[src/shared/tfd_defs.svh]
// Register offsets, field positions and reset values of the timer flag block
`ifndef TFD_DEFS_SVH
`define TFD_DEFS_SVH

// Byte addresses on the register bus
`define TFD_OFS_DEAD_TIME 8'h24
`define TFD_OFS_FLAGS 8'h38
`define TFD_OFS_MASK 8'h3c

// Bit positions shared by the flag and mask registers
`define TFD_BIT_MATCH_D 7
`define TFD_BIT_MATCH_A 6
`define TFD_BIT_MATCH_B 5
`define TFD_BIT_OVF 2
`define TFD_FLAG_IMPL 8'he4

// Dead-time fields
`define TFD_DT_TRUE_MSB 7
`define TFD_DT_TRUE_LSB 4
`define TFD_DT_INV_MSB 3
`define TFD_DT_INV_LSB 0

// Reset values
`define TFD_RST_DEAD_TIME 8'h00
`define TFD_RST_FLAGS 8'h00
`define TFD_RST_MASK 8'h00

// Bus responses
`define TFD_RESP_OKAY 2'h0
`define TFD_RESP_SLVERR 2'h2

`endif

[src/shared/tfd_pkg.sv]
// Types shared by the timer flag and dead-time logic
`default_nettype none
package tfd_pkg;
	// Counter operating modes
	typedef enum logic [1:0] {
		TFD_MODE_NORMAL = 2'h0,
		TFD_MODE_FAST_PWM = 2'h1,
		TFD_MODE_PFC_PWM = 2'h3
	} tfd_mode_t;

	// Dead-time generator states, Gray coded around the cycle
	typedef enum logic [1:0] {
		TFD_DT_LOW = 2'h0,
		TFD_DT_WAIT_HI = 2'h1,
		TFD_DT_HIGH = 2'h3,
		TFD_DT_WAIT_LO = 2'h2
	} tfd_dt_state_t;

	// Register select from the bus address
	typedef enum logic [1:0] {
		TFD_REG_NONE = 2'h0,
		TFD_REG_DEAD_TIME = 2'h1,
		TFD_REG_FLAGS = 2'h2,
		TFD_REG_MASK = 2'h3
	} tfd_reg_t;
endpackage
`default_nettype wire

[src/tfd_deadtime.sv]
// Dead-time generator for one complementary output pair
`timescale 1ns/100ps
`default_nettype none
module tfd_deadtime (
	// Clock and reset
	input wire logic clk,
	input wire logic rst,
	// Prescaled timer clock enable
	input wire logic psc_tick,
	// Raw waveform and delays in prescaled ticks
	input wire logic raw_in,
	input wire logic [3:0] dt_true,
	input wire logic [3:0] dt_inv,
	// Complementary outputs
	output logic out_true,
	output logic out_inv
);
	import tfd_pkg::*;

	tfd_dt_state_t state_q;
	logic [3:0] cnt_q;

	// Each rising edge waits its own delay; falling edges act at once so both sides never overlap
	always_ff @(posedge clk) begin
		if (rst) begin
			state_q <= TFD_DT_LOW;
			cnt_q <= 4'h0;
		end else begin
			unique case (state_q)
				TFD_DT_LOW: begin
					cnt_q <= 4'h0;
					if (raw_in) begin
						state_q <= TFD_DT_WAIT_HI;
					end
				end
				TFD_DT_WAIT_HI: begin
					if (!raw_in) begin
						state_q <= TFD_DT_WAIT_LO;
						cnt_q <= 4'h0;
					end else if (cnt_q == dt_true) begin
						state_q <= TFD_DT_HIGH;
					end else if (psc_tick) begin
						cnt_q <= cnt_q + 4'h1;
					end
				end
				TFD_DT_HIGH: begin
					cnt_q <= 4'h0;
					if (!raw_in) begin
						state_q <= TFD_DT_WAIT_LO;
					end
				end
				TFD_DT_WAIT_LO: begin
					if (raw_in) begin
						state_q <= TFD_DT_WAIT_HI;
						cnt_q <= 4'h0;
					end else if (cnt_q == dt_inv) begin
						state_q <= TFD_DT_LOW;
					end else if (psc_tick) begin
						cnt_q <= cnt_q + 4'h1;
					end
				end
			endcase
		end
	end

	// Outputs decode straight from the state register
	assign out_true = (state_q == TFD_DT_HIGH);
	assign out_inv = (state_q == TFD_DT_LOW);
endmodule
`default_nettype wire

[src/tfd_top.sv]
// Timer interrupt flags, interrupt enables and dead-time setting with AXI4-Lite access
// Summary of operation
// - Request match D vector when its enable, global enable and flag are set.
// - Request match A vector when its enable, global enable and flag are set.
// - Request match B vector when its enable, global enable and flag are set.
// - Request overflow vector when its enable, global enable and flag are set.
// - Match D sets its flag; vector entry or delayed write-one clears it.
// - Match A sets its flag; vector entry or delayed write-one clears it.
// - Match B sets its flag; vector entry or delayed write-one clears it.
// - Normal and fast PWM: overflow flag sets when counter wraps top to bottom.
// - Phase and frequency correct mode: overflow flag sets when bottom is loaded.
// - Overflow flag clears on vector entry or one cycle after write-one.
// - One dead-time value serves all channels; high nibble true, low inverted.
// - Each delay equals field value times prescaled clock period, zero to fifteen.
// - Only counting into the compare value matches; software loads never do.
//
// Chosen here: register access over AXI4-Lite.
`timescale 1ns/100ps
`default_nettype none
`include "tfd_defs.svh"
module tfd_top #(
	parameter int CNT_W = 10,
	parameter int CHANNELS = 3
) (
	// Clock and reset
	input wire logic MCLK,
	input wire logic SYS_RST,
	// AXI4-Lite write address and data
	input wire logic [7:0] S_AXI_AWADDR,
	input wire logic S_AXI_AWVALID,
	output logic S_AXI_AWREADY,
	input wire logic [31:0] S_AXI_WDATA,
	input wire logic [3:0] S_AXI_WSTRB,
	input wire logic S_AXI_WVALID,
	output logic S_AXI_WREADY,
	// AXI4-Lite write response
	output logic [1:0] S_AXI_BRESP,
	output logic S_AXI_BVALID,
	input wire logic S_AXI_BREADY,
	// AXI4-Lite read
	input wire logic [7:0] S_AXI_ARADDR,
	input wire logic S_AXI_ARVALID,
	output logic S_AXI_ARREADY,
	output logic [31:0] S_AXI_RDATA,
	output logic [1:0] S_AXI_RRESP,
	output logic S_AXI_RVALID,
	input wire logic S_AXI_RREADY,
	// Counter core status
	input wire logic [CNT_W-1:0] CNT_VALUE,
	input wire logic CNT_STEP,
	input wire logic CNT_SW_LOAD,
	input wire logic CNT_WRAP,
	input wire logic CNT_BOTTOM,
	input wire tfd_pkg::tfd_mode_t CNT_MODE,
	// Compare values
	input wire logic [CNT_W-1:0] CMP_A,
	input wire logic [CNT_W-1:0] CMP_B,
	input wire logic [CNT_W-1:0] CMP_D,
	// CPU interrupt interface, vectors ordered {D, A, B, overflow}
	input wire logic CPU_STATUS_IEN,
	input wire logic [3:0] VEC_ACK,
	output logic [3:0] IRQ_REQ,
	output logic IRQ,
	// Dead-time generator
	input wire logic PSC_TICK,
	input wire logic [CHANNELS-1:0] PWM_RAW,
	output logic [CHANNELS-1:0] PWM_CHANNEL_OUTPUT,
	output logic [CHANNELS-1:0] PWM_CHANNEL_OUTPUT_INV
);
	import tfd_pkg::*;

	// Spread a {D, A, B, overflow} vector onto the register bit layout
	function automatic logic [7:0] to_layout(input logic [3:0] v);
		logic [7:0] r;
		r = 8'h00;
		r[`TFD_BIT_MATCH_D] = v[3];
		r[`TFD_BIT_MATCH_A] = v[2];
		r[`TFD_BIT_MATCH_B] = v[1];
		r[`TFD_BIT_OVF] = v[0];
		return r;
	endfunction

	// Gather the register bit layout back into a {D, A, B, overflow} vector
	function automatic logic [3:0] from_layout(input logic [7:0] r);
		return {r[`TFD_BIT_MATCH_D], r[`TFD_BIT_MATCH_A], r[`TFD_BIT_MATCH_B], r[`TFD_BIT_OVF]};
	endfunction

	// Word address decode shared by the read and write paths
	function automatic tfd_reg_t reg_sel(input logic [7:0] addr);
		tfd_reg_t s;
		s = TFD_REG_NONE;
		if ({addr[7:2], 2'b00} == `TFD_OFS_DEAD_TIME) begin
			s = TFD_REG_DEAD_TIME;
		end else if ({addr[7:2], 2'b00} == `TFD_OFS_FLAGS) begin
			s = TFD_REG_FLAGS;
		end else if ({addr[7:2], 2'b00} == `TFD_OFS_MASK) begin
			s = TFD_REG_MASK;
		end
		return s;
	endfunction

	// Bus side state
	logic aw_held_q;
	logic [7:0] awaddr_q;
	logic w_held_q;
	logic [31:0] wdata_q;
	logic [3:0] wstrb_q;
	logic bvalid_q;
	logic [1:0] bresp_q;
	logic rvalid_q;
	logic [31:0] rdata_q;
	logic [1:0] rresp_q;
	logic wr_fire;
	logic rd_fire;
	logic wr_lane0;
	tfd_reg_t wr_sel;
	tfd_reg_t rd_sel;

	// Block registers
	logic [7:0] dead_time_setting_q;
	logic [7:0] timer_interrupt_mask_q;
	logic [7:0] timer_interrupt_flags_q;
	logic [7:0] clr_pend_q;
	logic [7:0] event_q;
	logic [7:0] event_d;
	logic [7:0] ack_vec;
	logic [3:1] match_ev;
	logic overflow_ev;
	logic counted;

	// Write channels are taken independently, but only while no response is waiting
	assign S_AXI_AWREADY = !aw_held_q && !bvalid_q;
	assign S_AXI_WREADY = !w_held_q && !bvalid_q;
	assign wr_fire = aw_held_q && w_held_q && !bvalid_q;
	assign wr_sel = reg_sel(awaddr_q);
	assign wr_lane0 = wstrb_q[0];

	// Capture write address
	always_ff @(posedge MCLK) begin
		if (SYS_RST) begin
			aw_held_q <= 1'b0;
			awaddr_q <= 8'h00;
		end else if (S_AXI_AWVALID && S_AXI_AWREADY) begin
			aw_held_q <= 1'b1;
			awaddr_q <= S_AXI_AWADDR;
		end else if (wr_fire) begin
			aw_held_q <= 1'b0;
		end
	end

	// Capture write data
	always_ff @(posedge MCLK) begin
		if (SYS_RST) begin
			w_held_q <= 1'b0;
			wdata_q <= 32'h0000_0000;
			wstrb_q <= 4'h0;
		end else if (S_AXI_WVALID && S_AXI_WREADY) begin
			w_held_q <= 1'b1;
			wdata_q <= S_AXI_WDATA;
			wstrb_q <= S_AXI_WSTRB;
		end else if (wr_fire) begin
			w_held_q <= 1'b0;
		end
	end

	// Write response, unmapped addresses answer with a slave error
	always_ff @(posedge MCLK) begin
		if (SYS_RST) begin
			bvalid_q <= 1'b0;
			bresp_q <= `TFD_RESP_OKAY;
		end else if (wr_fire) begin
			bvalid_q <= 1'b1;
			bresp_q <= (wr_sel == TFD_REG_NONE) ? `TFD_RESP_SLVERR : `TFD_RESP_OKAY;
		end else if (S_AXI_BREADY) begin
			bvalid_q <= 1'b0;
		end
	end

	assign S_AXI_BVALID = bvalid_q;
	assign S_AXI_BRESP = bresp_q;

	// Read path, one outstanding read
	assign S_AXI_ARREADY = !rvalid_q;
	assign rd_fire = S_AXI_ARVALID && !rvalid_q;
	assign rd_sel = reg_sel(S_AXI_ARADDR);

	always_ff @(posedge MCLK) begin
		if (SYS_RST) begin
			rvalid_q <= 1'b0;
			rdata_q <= 32'h0000_0000;
			rresp_q <= `TFD_RESP_OKAY;
		end else if (rd_fire) begin
			rvalid_q <= 1'b1;
			rresp_q <= `TFD_RESP_OKAY;
			unique case (rd_sel)
				TFD_REG_DEAD_TIME: rdata_q <= {24'h000000, dead_time_setting_q};
				TFD_REG_FLAGS: rdata_q <= {24'h000000, timer_interrupt_flags_q};
				TFD_REG_MASK: rdata_q <= {24'h000000, timer_interrupt_mask_q};
				TFD_REG_NONE: begin
					rdata_q <= 32'h0000_0000;
					rresp_q <= `TFD_RESP_SLVERR;
				end
			endcase
		end else if (S_AXI_RREADY) begin
			rvalid_q <= 1'b0;
		end
	end

	assign S_AXI_RVALID = rvalid_q;
	assign S_AXI_RDATA = rdata_q;
	assign S_AXI_RRESP = rresp_q;

	// Plain read/write configuration registers, only byte lane 0 carries data
	always_ff @(posedge MCLK) begin
		if (SYS_RST) begin
			dead_time_setting_q <= `TFD_RST_DEAD_TIME;
			timer_interrupt_mask_q <= `TFD_RST_MASK;
		end else if (wr_fire && wr_lane0) begin
			if (wr_sel == TFD_REG_DEAD_TIME) begin
				dead_time_setting_q <= wdata_q[7:0];
			end
			if (wr_sel == TFD_REG_MASK) begin
				timer_interrupt_mask_q <= wdata_q[7:0] & `TFD_FLAG_IMPL;
			end
		end
	end

	// Write-one clears wait a synchronisation cycle; zero bits request nothing
	always_ff @(posedge MCLK) begin
		if (SYS_RST) begin
			clr_pend_q <= 8'h00;
		end else if (wr_fire && wr_lane0 && wr_sel == TFD_REG_FLAGS) begin
			clr_pend_q <= wdata_q[7:0] & `TFD_FLAG_IMPL;
		end else begin
			clr_pend_q <= 8'h00;
		end
	end

	// Only a counting step can match; a software load of the counter is excluded
	assign counted = CNT_STEP && !CNT_SW_LOAD;
	assign match_ev[3] = counted && (CNT_VALUE == CMP_D);
	assign match_ev[2] = counted && (CNT_VALUE == CMP_A);
	assign match_ev[1] = counted && (CNT_VALUE == CMP_B);

	// Overflow source depends on the counting mode
	always_comb begin
		unique case (CNT_MODE)
			TFD_MODE_NORMAL: overflow_ev = CNT_WRAP;
			TFD_MODE_FAST_PWM: overflow_ev = CNT_WRAP;
			TFD_MODE_PFC_PWM: overflow_ev = CNT_BOTTOM;
			default: overflow_ev = 1'b0;
		endcase
	end

	assign event_d = to_layout({match_ev[3:1], overflow_ev});
	assign ack_vec = to_layout(VEC_ACK);

	// Events pass one synchronisation stage before reaching the flags
	always_ff @(posedge MCLK) begin
		if (SYS_RST) begin
			event_q <= 8'h00;
		end else begin
			event_q <= event_d;
		end
	end

	// Sticky flags: a new event wins over a clear arriving in the same cycle
	always_ff @(posedge MCLK) begin
		if (SYS_RST) begin
			timer_interrupt_flags_q <= `TFD_RST_FLAGS;
		end else begin
			timer_interrupt_flags_q <= ((timer_interrupt_flags_q & ~clr_pend_q & ~ack_vec)
				| event_q) & `TFD_FLAG_IMPL;
		end
	end

	// Per-vector requests need flag, enable and the CPU global enable
	assign IRQ_REQ = from_layout(timer_interrupt_flags_q & timer_interrupt_mask_q)
		& {4{CPU_STATUS_IEN}};
	// Summary line ignores the global enable so a wake-up path still sees pending work
	assign IRQ = |(timer_interrupt_flags_q & timer_interrupt_mask_q);

	// One dead-time setting fans out to every channel
	genvar ch;
	generate
		for (ch = 0; ch < CHANNELS; ch++) begin : g_dt
			tfd_deadtime u_dt (
				.clk(MCLK),
				.rst(SYS_RST),
				.psc_tick(PSC_TICK),
				.raw_in(PWM_RAW[ch]),
				.dt_true(dead_time_setting_q[`TFD_DT_TRUE_MSB:`TFD_DT_TRUE_LSB]),
				.dt_inv(dead_time_setting_q[`TFD_DT_INV_MSB:`TFD_DT_INV_LSB]),
				.out_true(PWM_CHANNEL_OUTPUT[ch]),
				.out_inv(PWM_CHANNEL_OUTPUT_INV[ch])
			);
		end
	endgenerate
endmodule
`default_nettype wire

[config.mk]
export PLATFORM = sky130hd
export DESIGN_NAME = tfd_top
export DESIGN_NICKNAME = d
export VERILOG_FILES = /design/src/shared/tfd_pkg.sv /design/src/tfd_deadtime.sv /design/src/tfd_top.sv
export VERILOG_INCLUDE_DIRS = /design/src /design/src/shared
export SDC_FILE = /design/constraint.sdc
export NUM_CORES = 1
export LEC_CHECK = 0
export BUFFER_PORTS_ARGS = -buffer_cell sky130_fd_sc_hd__buf_4
export CAP_MARGIN = 20
export CORE_MARGIN = 4
export CORE_UTILIZATION = 51
export DETAILED_ROUTE_END_ITERATION = 8
export PLACE_DENSITY = 0.89
export REMOVE_ABC_BUFFERS = 1
export SYNTH_ARGS = -nofsm -noshare
export SYNTH_HDL_FRONTEND = slang
export SYNTH_SLANG_ARGS = --single-unit
[constraint.sdc]
create_clock -name MCLK -period 2.92 [get_ports MCLK]
set_input_delay 0.146 -clock MCLK [delete_from_list [all_inputs] [get_ports MCLK]]
set_output_delay 0.146 -clock MCLK [all_outputs]
set_load 0.01 [all_outputs]
; ---- Yosys cells after proc, flatten, opt, wreduce, memory -nomap -nowiden
; Index checks and enable logic that the tools add are counted.
; W data, S select, Z words.
[word_totals]
ff_bits = 111
in_bits = 114
[classes]
n_addsub = 3
n_eq_ne = 50
mux = 56
bitwise_logic = 8
n_reduce_logical = 42
[ops]
columns = operator, n
row1 = $pmux W32 S4, 1
row2 = $mux W4, 15
row3 = $mux W2, 26
row4 = $eq A6 B4 Y1 const B, 6
row5 = $pmux W4 S3, 3
row6 = $eq A10 B10 Y1, 3
row7 = $and A8 B8 Y8, 3
row8 = $eq A4 B4 Y1, 6
row9 = $pmux W2 S4, 3
row10 = $eq A2 B2 Y1 const B, 11
row11 = $ne A3 B2 Y1 const B, 6
row12 = $ne A3 B3 Y1 const B, 6
row13 = $not A8 Y8, 2
row14 = $logic_and A1 B1 Y1, 13
row15 = $add A4 B1 Y4 const B, 3
row16 = $eq A2 B1 Y1 const B, 6
row17 = $logic_not A2 Y1, 6
row18 = $ne A2 B2 Y1 const B, 6
row19 = $reduce_and A4 Y1, 3
row20 = $reduce_and A2 Y1, 5
row21 = $reduce_or A2 Y1, 5
row22 = $or A8 B8 Y8, 1
row23 = $reduce_bool A2 Y1, 4
row24 = $reduce_or A8 Y1, 1
row25 = 5 further kinds, 15

; ---- Logic depth before layout (Yosys ltp)
; Gate-level depths: netlist (run 1).
[logic_depth]
word_depth = 8
depth_mapped = 6
mapped_depth_nobuf = 5

; ---- Hierarchy
; A second synthesis (run 1) with hierarchy kept.
[hier_totals]
hier_cells = 427
hier_area_um2 = 3823.7
[modules_own_cells]
columns = mod, instances, cells_each, area_per_inst_um2, seq_area_each_um2
row1 = tfd_top, 1, 286, 2652.5, 1061.0
row2 = tfd_deadtime, 3, 47, 390.4, 120.1

; ---- Worst setup path after synthesis (run 1)
; Ideal clock, no wire load.
[synth_path]
path_type = register to register
start = reg dead_time_setting_q[1]
end = reg g_dt[1].u_dt.cnt_q[3]
t_arrival_ns = 1.420
required_time_ns = 2.848
slack_ns = 1.429
path_stages_with_launch = 7
path_buffers = 1
cell_sequence = dfxtp_1 buf_4 xor2_1 nor4_2 a221oi_4 nand4_1 mux2i_1
[synth_via]
elab_chain_len = 3
[synth_rtl]
columns = element, line
row1 = "start, declared", tfd_top.sv:120  ; logic [7:0] dead_time_setting_q;
row2 = "start signal, assigned", tfd_top.sv:216  ; dead_time_setting_q <= `TFD_RST_DEAD_TIME;
row3 = "start signal, assigned", tfd_top.sv:220  ; dead_time_setting_q <= wdata_q[7:0];
row4 = $eq A4 B4 Y1, tfd_deadtime.sv:56  ; end else if (cnt_q == dt_inv) begin
row5 = $ne A3 B3 Y1 (no source line), -
row6 = $reduce_and A2 Y1 (no source line), -
row7 = "end signal, assigned", tfd_deadtime.sv:43  ; cnt_q <= cnt_q + 4'h1;
row8 = "end signal, assigned", tfd_deadtime.sv:59  ; cnt_q <= cnt_q + 4'h1;
row9 = "end, declared", tfd_deadtime.sv:21  ; logic [3:0] cnt_q;
; Every way passes these cells.
; A chain may end at the register's enable or synchronous reset.

; ---- Worst setup path in the final report (run 1)
[layout_path]
start = reg dead_time_setting_q[6]
end = reg g_dt[1].u_dt.cnt_q[2]
[layout_via]
elab_chain_len = 3
[layout_rtl]
columns = element, line
row1 = $eq A4 B4 Y1, tfd_deadtime.sv:40  ; end else if (cnt_q == dt_true) begin
row2 = $ne A3 B3 Y1 (no source line), -
row3 = $reduce_and A2 Y1 (no source line), -
; Every way passes these cells.

==> flow_metrics.env, run 1 <==
export IMPL_clock_insertion_delay_worst_skew_ps=340
export IMPL_postCtsSetupRepairBufs=0
export IMPL_power_leakage_nw=2.15
export IMPL_wire_per_inst_um=14.1
export IMPL_cts_root_buf="clkbuf_8"
export IMPL_crit_arrival_ps=1890
export IMPL_die_width_um=94.0
export IMPL_vias=3323
export IMPL_syn_avg_cell_area_sq_um=8.44
export IMPL_grt_pass1_wl_um=14700
export IMPL_setup_viol=0
export IMPL_fin_crit_sh=0.567
export IMPL_path_max_fanout=6
export IMPL_pre_cts_ws_ps=1280
export IMPL_area_growth_pct=25.7
export IMPL_netlist_area_sq_mm=0.00377
export IMPL_critical_path_class="register to register"
export IMPL_clock_sinks=71
export IMPL_post_cts_resized=0
export IMPL_period_minus_slack_ps=1660
export IMPL_cts_buffers=9
export IMPL_synthCells=447
export IMPL_critPathLaunchType="register"
export IMPL_drc_errors=0
export IMPL_ios=166
export IMPL_gp_congestion=0.820
export IMPL_grt_usage=0.208
export IMPL_ys_seq_area_frac=0.377
export IMPL_critPathSlowestCell="dfxtp_1"
export IMPL_drive_above_1_share=0.246
export IMPL_ys_ff_latch=71
export IMPL_hold_viol_final=0
export IMPL_cts_max_level=3
export IMPL_synth_top_flop_cell="dfxtp_1"
export IMPL_n_antenna_cell=0
export IMPL_clk_pin_slew_ps=70
export IMPL_layout_setup_ws_ps=1260
export IMPL_crit_path_max_incr_delay_ps=520
export IMPL_slew_violations=0
export IMPL_wl_um=9090
export IMPL_initial_utilization=0.523
export IMPL_crit_path_cell_trace="xor2_1 -> nor4_2 -> a221oi_4 -> a21oi_1 -> a31o_2"
export IMPL_grt_max_degree=36
export IMPL_die_area_sq_mm=0.00884
export IMPL_num_nets_final=660
export IMPL_cts_buffer_depth=2
export IMPL_rsz0062_at_grt="false"
export IMPL_drt_iter0_markers=140
export IMPL_cap_violations=0
export IMPL_tightest_slew_ps=645
export IMPL_die_h_um=94.0
export IMPL_globalRouteOverflowTotal=0
export IMPL_port_buffers=108
export IMPL_max_slew_margin_rel=0.569
export IMPL_tritoncts="built"
export IMPL_vias_per_cell=5.14
export IMPL_holdCritPathClass="primary input to register"
export IMPL_p_per_area_mw_per_mm2=489
export IMPL_critPathRequiredTime_ps=3150
export IMPL_cp_num_buf_inv=0
export IMPL_synth_edff_count=0
export IMPL_cp_end_kind="register"
export IMPL_max_freq_mhz=604
export IMPL_num_rows=31
export IMPL_cp_top_family="compound AO/OA/AOI/OAI gates"
export IMPL_first_pass_iters=4
export IMPL_final_setup_skew_ps=8.77
export IMPL_antenna_found_initial=0
export IMPL_ir_drop_mv=0.275
export IMPL_status="complete, no violations"
export IMPL_core_sq_mm=0.00721
export IMPL_tns_ps=0
export IMPL_grt_pass1_vias=3329
export IMPL_yosys_warnings=0
export IMPL_ys_types=41
export IMPL_async_reset_ff_frac=0
export IMPL_ant_nets=0
export IMPL_hpwl_um=7000
export IMPL_holdBufCountCts=1
[placed cells by master, fill, tap and decap left out, types with 3 or more instances in the layout]
cell type  count
clkbuf_8      11
a21oi_1       35
nand4_1       11
nand3b_1       4
o22ai_1        5
nand2_1       45
nor3_1         3
xor2_1        25
and2_1        10
nand3_1       13
a22oi_1        4
xnor2_1       32
inv_1         12
nor4_1         6
ha_1           3
conb_1        26
nor2_1        52
and3_1         4
bufinv_16      3
buf_4        109
dfxtp_1       71
a221oi_1       4
o21ai_0       10
mux2i_1       19
nand2b_1       5
a211oi_1       4
[sequential cells by signal (all words and copies together) (netlist names), 4 cells and up]
name and cells:
dead_time_setting_q 8, S_AXI_RDATA 8, timer_interrupt_flags_q 4, wdata_q 8, awaddr_q 6, timer_interrupt_mask_q 4, event_q 4, g_dt.u_dt.state_q 6
g_dt.u_dt.cnt_q 12, clr_pend_q 4
[layer usage]
| layer | vias up | part of all wire | global-route usage |
|---|---|---|---|
| li1 | 1650 | - | - |
| met1 | 1535 | 0.40 | 0.241 |
| met2 | 118 | 0.52 | 0.361 |
| met3 | 20 | 0.064 | 0.0641 |
| met4 | 0 | 0.019 | 0.0734 |
| met5 | - | 0 | 0 |
[cell type report]
cell class | instances | area, sq um
fillers | 589 | 2470
well taps | 99 | 124
flip-flops and latches | 71 | 1420
multi-input cells | 339 | 2070
clock buffers | 11 | 151
inverters | 12 | 45.0
repair buffers | 110 | 828
clock inverters | 5 | 104
[cells in the mapped netlist (all sizes together) (4+ instances only)]
| master | n | area share |
|---|---|---|
| inv | 12 | 0.012 |
| nand2b | 5 | 0.0083 |
| nand4 | 11 | 0.018 |
| and2 | 10 | 0.017 |
| dfxtp | 71 | 0.38 |
| a21oi | 35 | 0.046 |
| nor2 | 52 | 0.052 |
| a211oi | 4 | 0.0080 |
| xnor2 | 32 | 0.074 |
| nand3b | 4 | 0.0080 |
| mux2i | 19 | 0.050 |
| clkbuf | 9 | 0.010 |
| a221oi | 5 | 0.016 |
| a22oi | 4 | 0.0080 |
| and3 | 4 | 0.0066 |
| o22ai | 5 | 0.0083 |
| xor2 | 25 | 0.058 |
| nand3 | 14 | 0.020 |
| nor4 | 8 | 0.017 |
| buf | 41 | 0.077 |
| nand2 | 45 | 0.045 |
| o21ai | 10 | 0.013 |
[worst reg2reg max path, cell delays in order, from the launching register on]
cell      delay [ps]
dfxtp_1          520
xor2_1           250
nor4_2           100
a221oi_4         350
a21oi_1          120
a31o_2           220
[stage by stage]
stage / util / hold slack, ps / power [W] / instance area, sq um / instances
2_1_floorplan: - / 213 / 0.00120 / 3540 / 422
3_3_place_gp: 0.621 / 332 / 0.00135 / 4480 / 630
3_5_place_dp: 0.621 / 337 / 0.00137 / 4480 / 630
4_1_cts: 0.657 / 30.0 / 0.00234 / 4740 / 647
5_1_grt: 0.657 / 29.3 / 0.00242 / 4740 / 647
6_report: 0.657 / 39.6 / 0.00232 / 4740 / 647
[cells by family after synthesis]
group	after synthesis	synth area share
flops	71	0.377
other cells	1	0.000994
xor+xnor	57	0.132
mux	19	0.0504
simple gates	166	0.214
buf+inv	62	0.0995
compound gates	68	0.116
fa+ha+maj	3	0.00995
[report_power, final]
| part | leakage (nW) | switching, W | internal, W | total [W] |
|---|---|---|---|---|
| registers | 0.578 | 0.0000271 | 0.000999 | 0.00103 |
| logic | 1.44 | 0.000158 | 0.000163 | 0.000321 |
| clock network | 0.130 | 0.000359 | 0.000614 | 0.000973 |
| total | 2.15 | 0.000545 | 0.00178 | 0.00232 |
[final timing paths]
| check | from | end | slack, ps | cells after the start |
|---|---|---|---|---|
| max | dead_time_setting_q[6] | g_dt[1].u_dt.cnt_q[2] | 1260 | 5 |
| max reg2reg | dead_time_setting_q[6] | g_dt[1].u_dt.cnt_q[2] | 1260 | 5 |
| min | S_AXI_AWADDR[4] | awaddr_q[4] | 40 | 3 |
| min reg2reg | event_q[6] | timer_interrupt_flags_q[6] | 450 | 2 |
No activity file was read; power rests on OpenSTA's default activity.
==> run 2, diff against run 1 <==
--- a/config.mk
+++ b/config.mk
@@ -6,12 +6,13 @@
 export SDC_FILE = /design/constraint.sdc
 export NUM_CORES = 1
 export LEC_CHECK = 0
+export ABC_AREA = 1
 export BUFFER_PORTS_ARGS = -buffer_cell sky130_fd_sc_hd__buf_4
 export CAP_MARGIN = 20
 export CORE_MARGIN = 4
-export CORE_UTILIZATION = 51
+export CORE_UTILIZATION = 44
 export DETAILED_ROUTE_END_ITERATION = 8
-export PLACE_DENSITY = 0.89
+export PLACE_DENSITY = 0.8
 export REMOVE_ABC_BUFFERS = 1
 export SYNTH_ARGS = -nofsm -noshare
 export SYNTH_HDL_FRONTEND = slang
==> constraint.sdc (replaced) <==
create_clock -name MCLK -period 1.4 [get_ports MCLK]
set_input_delay 0.07 -clock MCLK [delete_from_list [all_inputs] [get_ports MCLK]]
set_output_delay 0.07 -clock MCLK [all_outputs]
set_load 0.01 [all_outputs]
==> flow_metrics.env, run 2 <==
export IMPL_syn_avg_cell_area_sq_um=6.76
export IMPL_power_leakage_nw=2.55
export IMPL_status="complete, no violations"
export IMPL_num_nets_final=866
export IMPL_hold_end="event_q[6]"
export IMPL_ys_types=32
export IMPL_antenna_found_initial=0
export IMPL_cp_end_kind="register"
export IMPL_vias=4252
export IMPL_cts_buffers=9
export IMPL_crit_path_max_incr_delay_ps=320
export IMPL_r2r_end="timer_interrupt_mask_q[6]"
export IMPL_netlist_area_leader_share=0.340
export IMPL_synth_edff_count=0
export IMPL_area_growth_pct=32.1
export IMPL_globalRouteOverflowTotal=0
export IMPL_fin_crit_sh=0.963
export IMPL_cap_violations=0
export IMPL_cts_buffer_depth=2
export IMPL_grt_pass1_wl_um=17800
export IMPL_netlist_area_sq_mm=0.00418
export IMPL_core_sq_mm=0.00924
export IMPL_vias_per_cell=4.82
export IMPL_reg2reg_slack_ps=50
export IMPL_cp_num_buf_inv=0
export IMPL_r2r_start="awaddr_q[7]"
export IMPL_clock_insertion_delay_worst_skew_ps=340
export IMPL_regMostFlops="g_dt.u_dt.cnt_q"
export IMPL_critPathLaunchType="register"
export IMPL_tritoncts="built"
export IMPL_drive_above_1_share=0.302
export IMPL_holdPathStages=4
export IMPL_period_minus_slack_ps=1350
export IMPL_wl_um=11200
export IMPL_die_width_um=105
export IMPL_yosysMostFrequentCell="nand2_1"
export IMPL_hp_start="CMP_A[8]"
export IMPL_hold_viol_final=0
export IMPL_synth_area_top_cells="dfxtp_1 (34%), nand2_1 (14%), nor2_1 (6.0%), buf_4 (5.8%), a21oi_1 (5.5%)"
export IMPL_dp_cells=851
export IMPL_grt_pass1_vias=3974
export IMPL_wire_per_inst_um=12.7
export IMPL_ios=166
export IMPL_drt_iter0_markers=199
export IMPL_layout_commonest_cell="nand2_1"
export IMPL_port_buffers=108
export IMPL_num_rows=35
export IMPL_crit_path_start="awaddr_q[7]"
export IMPL_max_freq_mhz=741
export IMPL_stdcell_count=883
export IMPL_initial_utilization=0.452
export IMPL_die_h_um=105
export IMPL_synth_top_flop_cell="dfxtp_1"
export IMPL_drc_errors=0
export IMPL_gp_congestion=0.886
export IMPL_cp_top_family="simple AND/OR/NAND/NOR gates"
export IMPL_clock_sinks=71
export IMPL_critical_path_class="register to register"
export IMPL_synth_largest_area_cell="dfxtp_1"
export IMPL_crit_arrival_ps=1570
export IMPL_cts_root_buf="clkbuf_8"
export IMPL_grt_max_degree=26
export IMPL_total_power_w=0.00462
export IMPL_rsz0062_at_grt="true"
export IMPL_final_setup_skew_ps=6.91
export IMPL_setup_viol=0
export IMPL_ant_nets=0
export IMPL_cts_max_level=3
export IMPL_yosys_warnings=0
export IMPL_async_reset_ff_frac=0
export IMPL_n_antenna_cell=0
export IMPL_clk_pin_slew_ps=70
export IMPL_ir_drop_mv=0.451
export IMPL_hpwl_um=8740
export IMPL_rr_worst_depth=6
export IMPL_ys_ff_latch=71
export IMPL_largest_reg_flops=12
export IMPL_slew_violations=0
export IMPL_p_per_area_mw_per_mm2=837
export IMPL_crit_path_cell_trace="nor2_2 -> nand4_1 -> nor2_4 -> nand2_4 -> a21oi_2 -> nor2_1"
export IMPL_grt_usage=0.195
export IMPL_ys_top_cells_by_count="nand2_1 (160), dfxtp_1 (71), nor2_1 (67)"
export IMPL_path_max_fanout=8
export IMPL_final_cell_mix="nand2_1 (158), buf_4 (128), nor2_1 (59)"
export IMPL_first_pass_iters=4
export IMPL_ys_seq_area_frac=0.340
export IMPL_synthCells=618
export IMPL_critPathSlowestCell="dfxtp_1"
export IMPL_critPathRequiredTime_ps=1620
export IMPL_holdCritPathClass="primary input to register"
export IMPL_die_area_sq_mm=0.0111
-- run 2: worst max-delay path by stage --
| stage | endpoint | slack [ps] | cells after the start |
|---|---|---|---|
| finish | timer_interrupt_mask_q[6] | 50 | 6 |
| global route | g_dt[2].u_dt.cnt_q[1] | -10 | 9 |
| CTS | g_dt[1].u_dt.cnt_q[1] | 10 | 9 |
| detailed placement | g_dt[1].u_dt.cnt_q[2] | 20 | 7 |
| global placement | g_dt[1].u_dt.cnt_q[1] | 50 | 9 |
| floorplan | wdata_q[0] | 180 | 5 |
-- run 2: metrics by stage --
step / TNS (ps) / instance area (sq um) / hold slack (ps) / utilization / worst slack, ps
floorplan: 0 / 3990 / 132 / - / 178
global placement: 0 / 5060 / 254 / 0.547 / 46.1
detailed placement: 0 / 5060 / 257 / 0.547 / 19.7
CTS: 0 / 5330 / 1.28 / 0.577 / 11.7
global route: -44.7 / 5520 / 7.63 / 0.597 / -12.7
finish: 0 / 5520 / 7.34 / 0.597 / 51.2
-- run 2: logic make-up (layout without fill, tap and decap cells) --
group,count (synthesis),count (layout),synth area share
adders and majority gates,3,3,0.00899
DFF,71,71,0.340
other,1,26,0.000898
buffers and inverters,104,215,0.123
AOI/OAI and AO/OA,100,100,0.130
and+or+nand+nor,309,309,0.334
xor gates and xnor gates,30,30,0.0629
-- run 2: power by group --
group	total (W)	internal, W	switching, W
sequential	0.00217	0.00211	0.0000681
combinational	0.000837	0.000398	0.000438
clock	0.00161	0.000828	0.000778
total	0.00462	0.00333	0.00128
-- run 2: worst min-delay path, stage by stage --
cell and delay [ps]:
buf_4 80, xnor2_1 50, nand4_1 60, nor3_1 40
-- run 2: area by class of cell --
cell class              instances  area (sq um)
fillers                       842          3720
well taps                     129           161
clock inverters                 5          57.6
clock buffers                  11           131
multi-input cells             468          2430
inverters                      62           236
flip-flops and latches         71          1450
repair buffers                137          1050
-- run 2: per-layer routing --
layer | wire length, um | vias to the layer above | GRT usage
li1 | - | 2190 | -
met1 | 4630 | 1904 | 0.231
met2 | 5630 | 150 | 0.345
met3 | 820 | 8 | 0.0472
met4 | 114 | 0 | 0.0628
met5 | 0 | - | 0
-- run 2: repair_timing --
item                                    in CTS  in global routing
pin swaps                                    0                  8
hold endpoints to repair                     7                  0
gates resized for setup                      3                 55
endpoints found under the setup margin       3                 36
gates cloned                                 0                  0
hold buffers                                 8                  0
setup buffers                                0                  8
==> run 3, diff against run 2 <==
--- a/config.mk
+++ b/config.mk
@@ -10,9 +10,9 @@
 export BUFFER_PORTS_ARGS = -buffer_cell sky130_fd_sc_hd__buf_4
 export CAP_MARGIN = 20
 export CORE_MARGIN = 4
-export CORE_UTILIZATION = 44
+export CORE_UTILIZATION = 35
 export DETAILED_ROUTE_END_ITERATION = 8
-export PLACE_DENSITY = 0.8
+export PLACE_DENSITY = 0.67
 export REMOVE_ABC_BUFFERS = 1
 export SYNTH_ARGS = -nofsm -noshare
 export SYNTH_HDL_FRONTEND = slang
==> flow_metrics.env, run 3 (synthesis results as in run 2) <==
export IMPL_nFillCells=1168
export IMPL_hpwl_um=8410
export IMPL_max_freq_mhz=772
export IMPL_core_sq_mm=0.0116
export IMPL_critical_path_class="register to register"
export IMPL_stdcell_count=906
export IMPL_clk_pin_slew_ps=60
export IMPL_post_dp_cell_area_sq_mm=0.00516
export IMPL_num_rows=39
export IMPL_ant_nets=0
export IMPL_critPathLaunchType="register"
export IMPL_wl_um=10700
export IMPL_area_growth_pct=34.6
export IMPL_cap_violations=0
export IMPL_pre_cts_ws_ps=-3.17
export IMPL_antenna_found_initial=0
export IMPL_regMostFlops="g_dt.u_dt.cnt_q"
export IMPL_port_buffers=108
export IMPL_drc_errors=0
export IMPL_vias=4117
export IMPL_setup_viol=0
export IMPL_vias_per_cell=4.54
export IMPL_cp_end_kind="register"
export IMPL_crit_path_max_incr_delay_ps=440
export IMPL_period_minus_slack_ps=1300
export IMPL_grt_usage=0.160
export IMPL_cp_top_family="simple AND/OR/NAND/NOR gates"
export IMPL_drt_iter0_markers=244
export IMPL_die_width_um=117
export IMPL_grt_max_degree=23
export IMPL_die_h_um=117
export IMPL_clock_sinks=71
export IMPL_final_cell_mix="nand2_1 (160), buf_4 (136), nor2_1 (63)"
export IMPL_cts_buffer_depth=2
export IMPL_highest_layer="met4"
export IMPL_cp_num_buf_inv=2
export IMPL_layout_commonest_cell="nand2_1"
export IMPL_status="complete, no violations"
export IMPL_holdCritPathClass="primary input to register"
export IMPL_path_max_fanout=6
export IMPL_die_area_sq_mm=0.0137
export IMPL_total_power_w=0.00512
export IMPL_tritoncts="built"
export IMPL_crit_path_cell_trace="inv_2 -> nor3_4 -> nand3_2 -> nand2_2 -> inv_1 -> nand2_1 -> a21oi_2"
export IMPL_seq_area_sq_mm=0.00144
export IMPL_dp_cells=876
export IMPL_final_setup_skew_ps=9.23
export IMPL_wire_per_inst_um=11.8
export IMPL_rsz0062_at_grt="true"
export IMPL_globalRouteOverflowTotal=0
export IMPL_largest_reg_flops=12
export IMPL_multi_input_area_sq_mm=0.00237
export IMPL_gp_congestion=0.842
export IMPL_slew_violations=0
export IMPL_hold_viol_final=0
export IMPL_grt_pass1_wl_um=17600
export IMPL_first_pass_iters=5
export IMPL_power_leakage_nw=2.61
export IMPL_cts_max_level=3
export IMPL_crit_arrival_ps=1520
export IMPL_met2_length_um=5190
export IMPL_final_area_sq_mm=0.00562
export IMPL_grt_pass1_vias=3958
export IMPL_fin_crit_sh=0.925
export IMPL_initial_utilization=0.361
export IMPL_clock_insertion_delay_worst_skew_ps=340
export IMPL_cts_buffers=9
export IMPL_p_per_area_mw_per_mm2=911
export IMPL_critPathRequiredTime_ps=1620
export IMPL_ios=166
export IMPL_ir_drop_mv=0.540
export IMPL_wl_met1_um=4640
export IMPL_critPathSlowestCell="dfxtp_1"
export IMPL_n_antenna_cell=0
export IMPL_cts_root_buf="clkbuf_16"
export IMPL_num_nets_final=876
export IMPL_layout_setup_ws_ps=105
export IMPL_wl_met3_um=740
export IMPL_drive_above_1_share=0.279
[run 3: what timing repair did]
action,4_1_cts,5_1_grt
pin swaps,0,4
buffers inserted,0,4
endpoints found under the setup margin,1,28
hold buffers,11,0
resized for setup,1,22
endpoints found under the hold margin,10,0
[run 3: metal layers]
metal  vias to the layer above  global-route usage
li1                       2212                   -
met1                      1788               0.192
met3                         9              0.0452
met2                       108               0.275
met4                         0              0.0505
met5                         -                   0
[run 3: worst paths after layout]
path	startpoint	to	slack [ps]	cells past startpoint
worst max-delay path	g_dt[1].u_dt.state_q[0]	g_dt[1].u_dt.cnt_q[2]	100	7
worst min-delay path	S_AXI_WDATA[5]	wdata_q[5]	10	3
worst max register to register	g_dt[1].u_dt.state_q[0]	g_dt[1].u_dt.cnt_q[2]	100	7
worst min register to register	event_q[2]	timer_interrupt_flags_q[2]	440	1
[run 3: layout make-up]
type	instances	area share
clock buffer	10	0.0425
tap	143	0.0318
clock inverter	5	0.00601
inverter	62	0.0414
timing repair buffer	147	0.201
sequential	71	0.256
multi-input combinational	468	0.421
[run 3: through the flow]
stage	hold WS, ps	setup TNS, ps	utilization
finish	14.6	0	0.486
global route	30.3	-97.3	0.486
global placement	254	0	0.446
CTS	4.00	0	0.479
detailed placement	261	-3.17	0.446
floorplan	132	0	-
[run 3: tightest hold or removal path, cell delays in order]
cell and delay (ps):
buf_4 80, o21ai_0 70, a21oi_1 100
[run 3: power breakdown]
part	internal [W]	switching, W	total (W)
logic	0.000403	0.000415	0.000818
clock network	0.00124	0.000896	0.00213
registers	0.00211	0.0000644	0.00217
total	0.00375	0.00138	0.00512
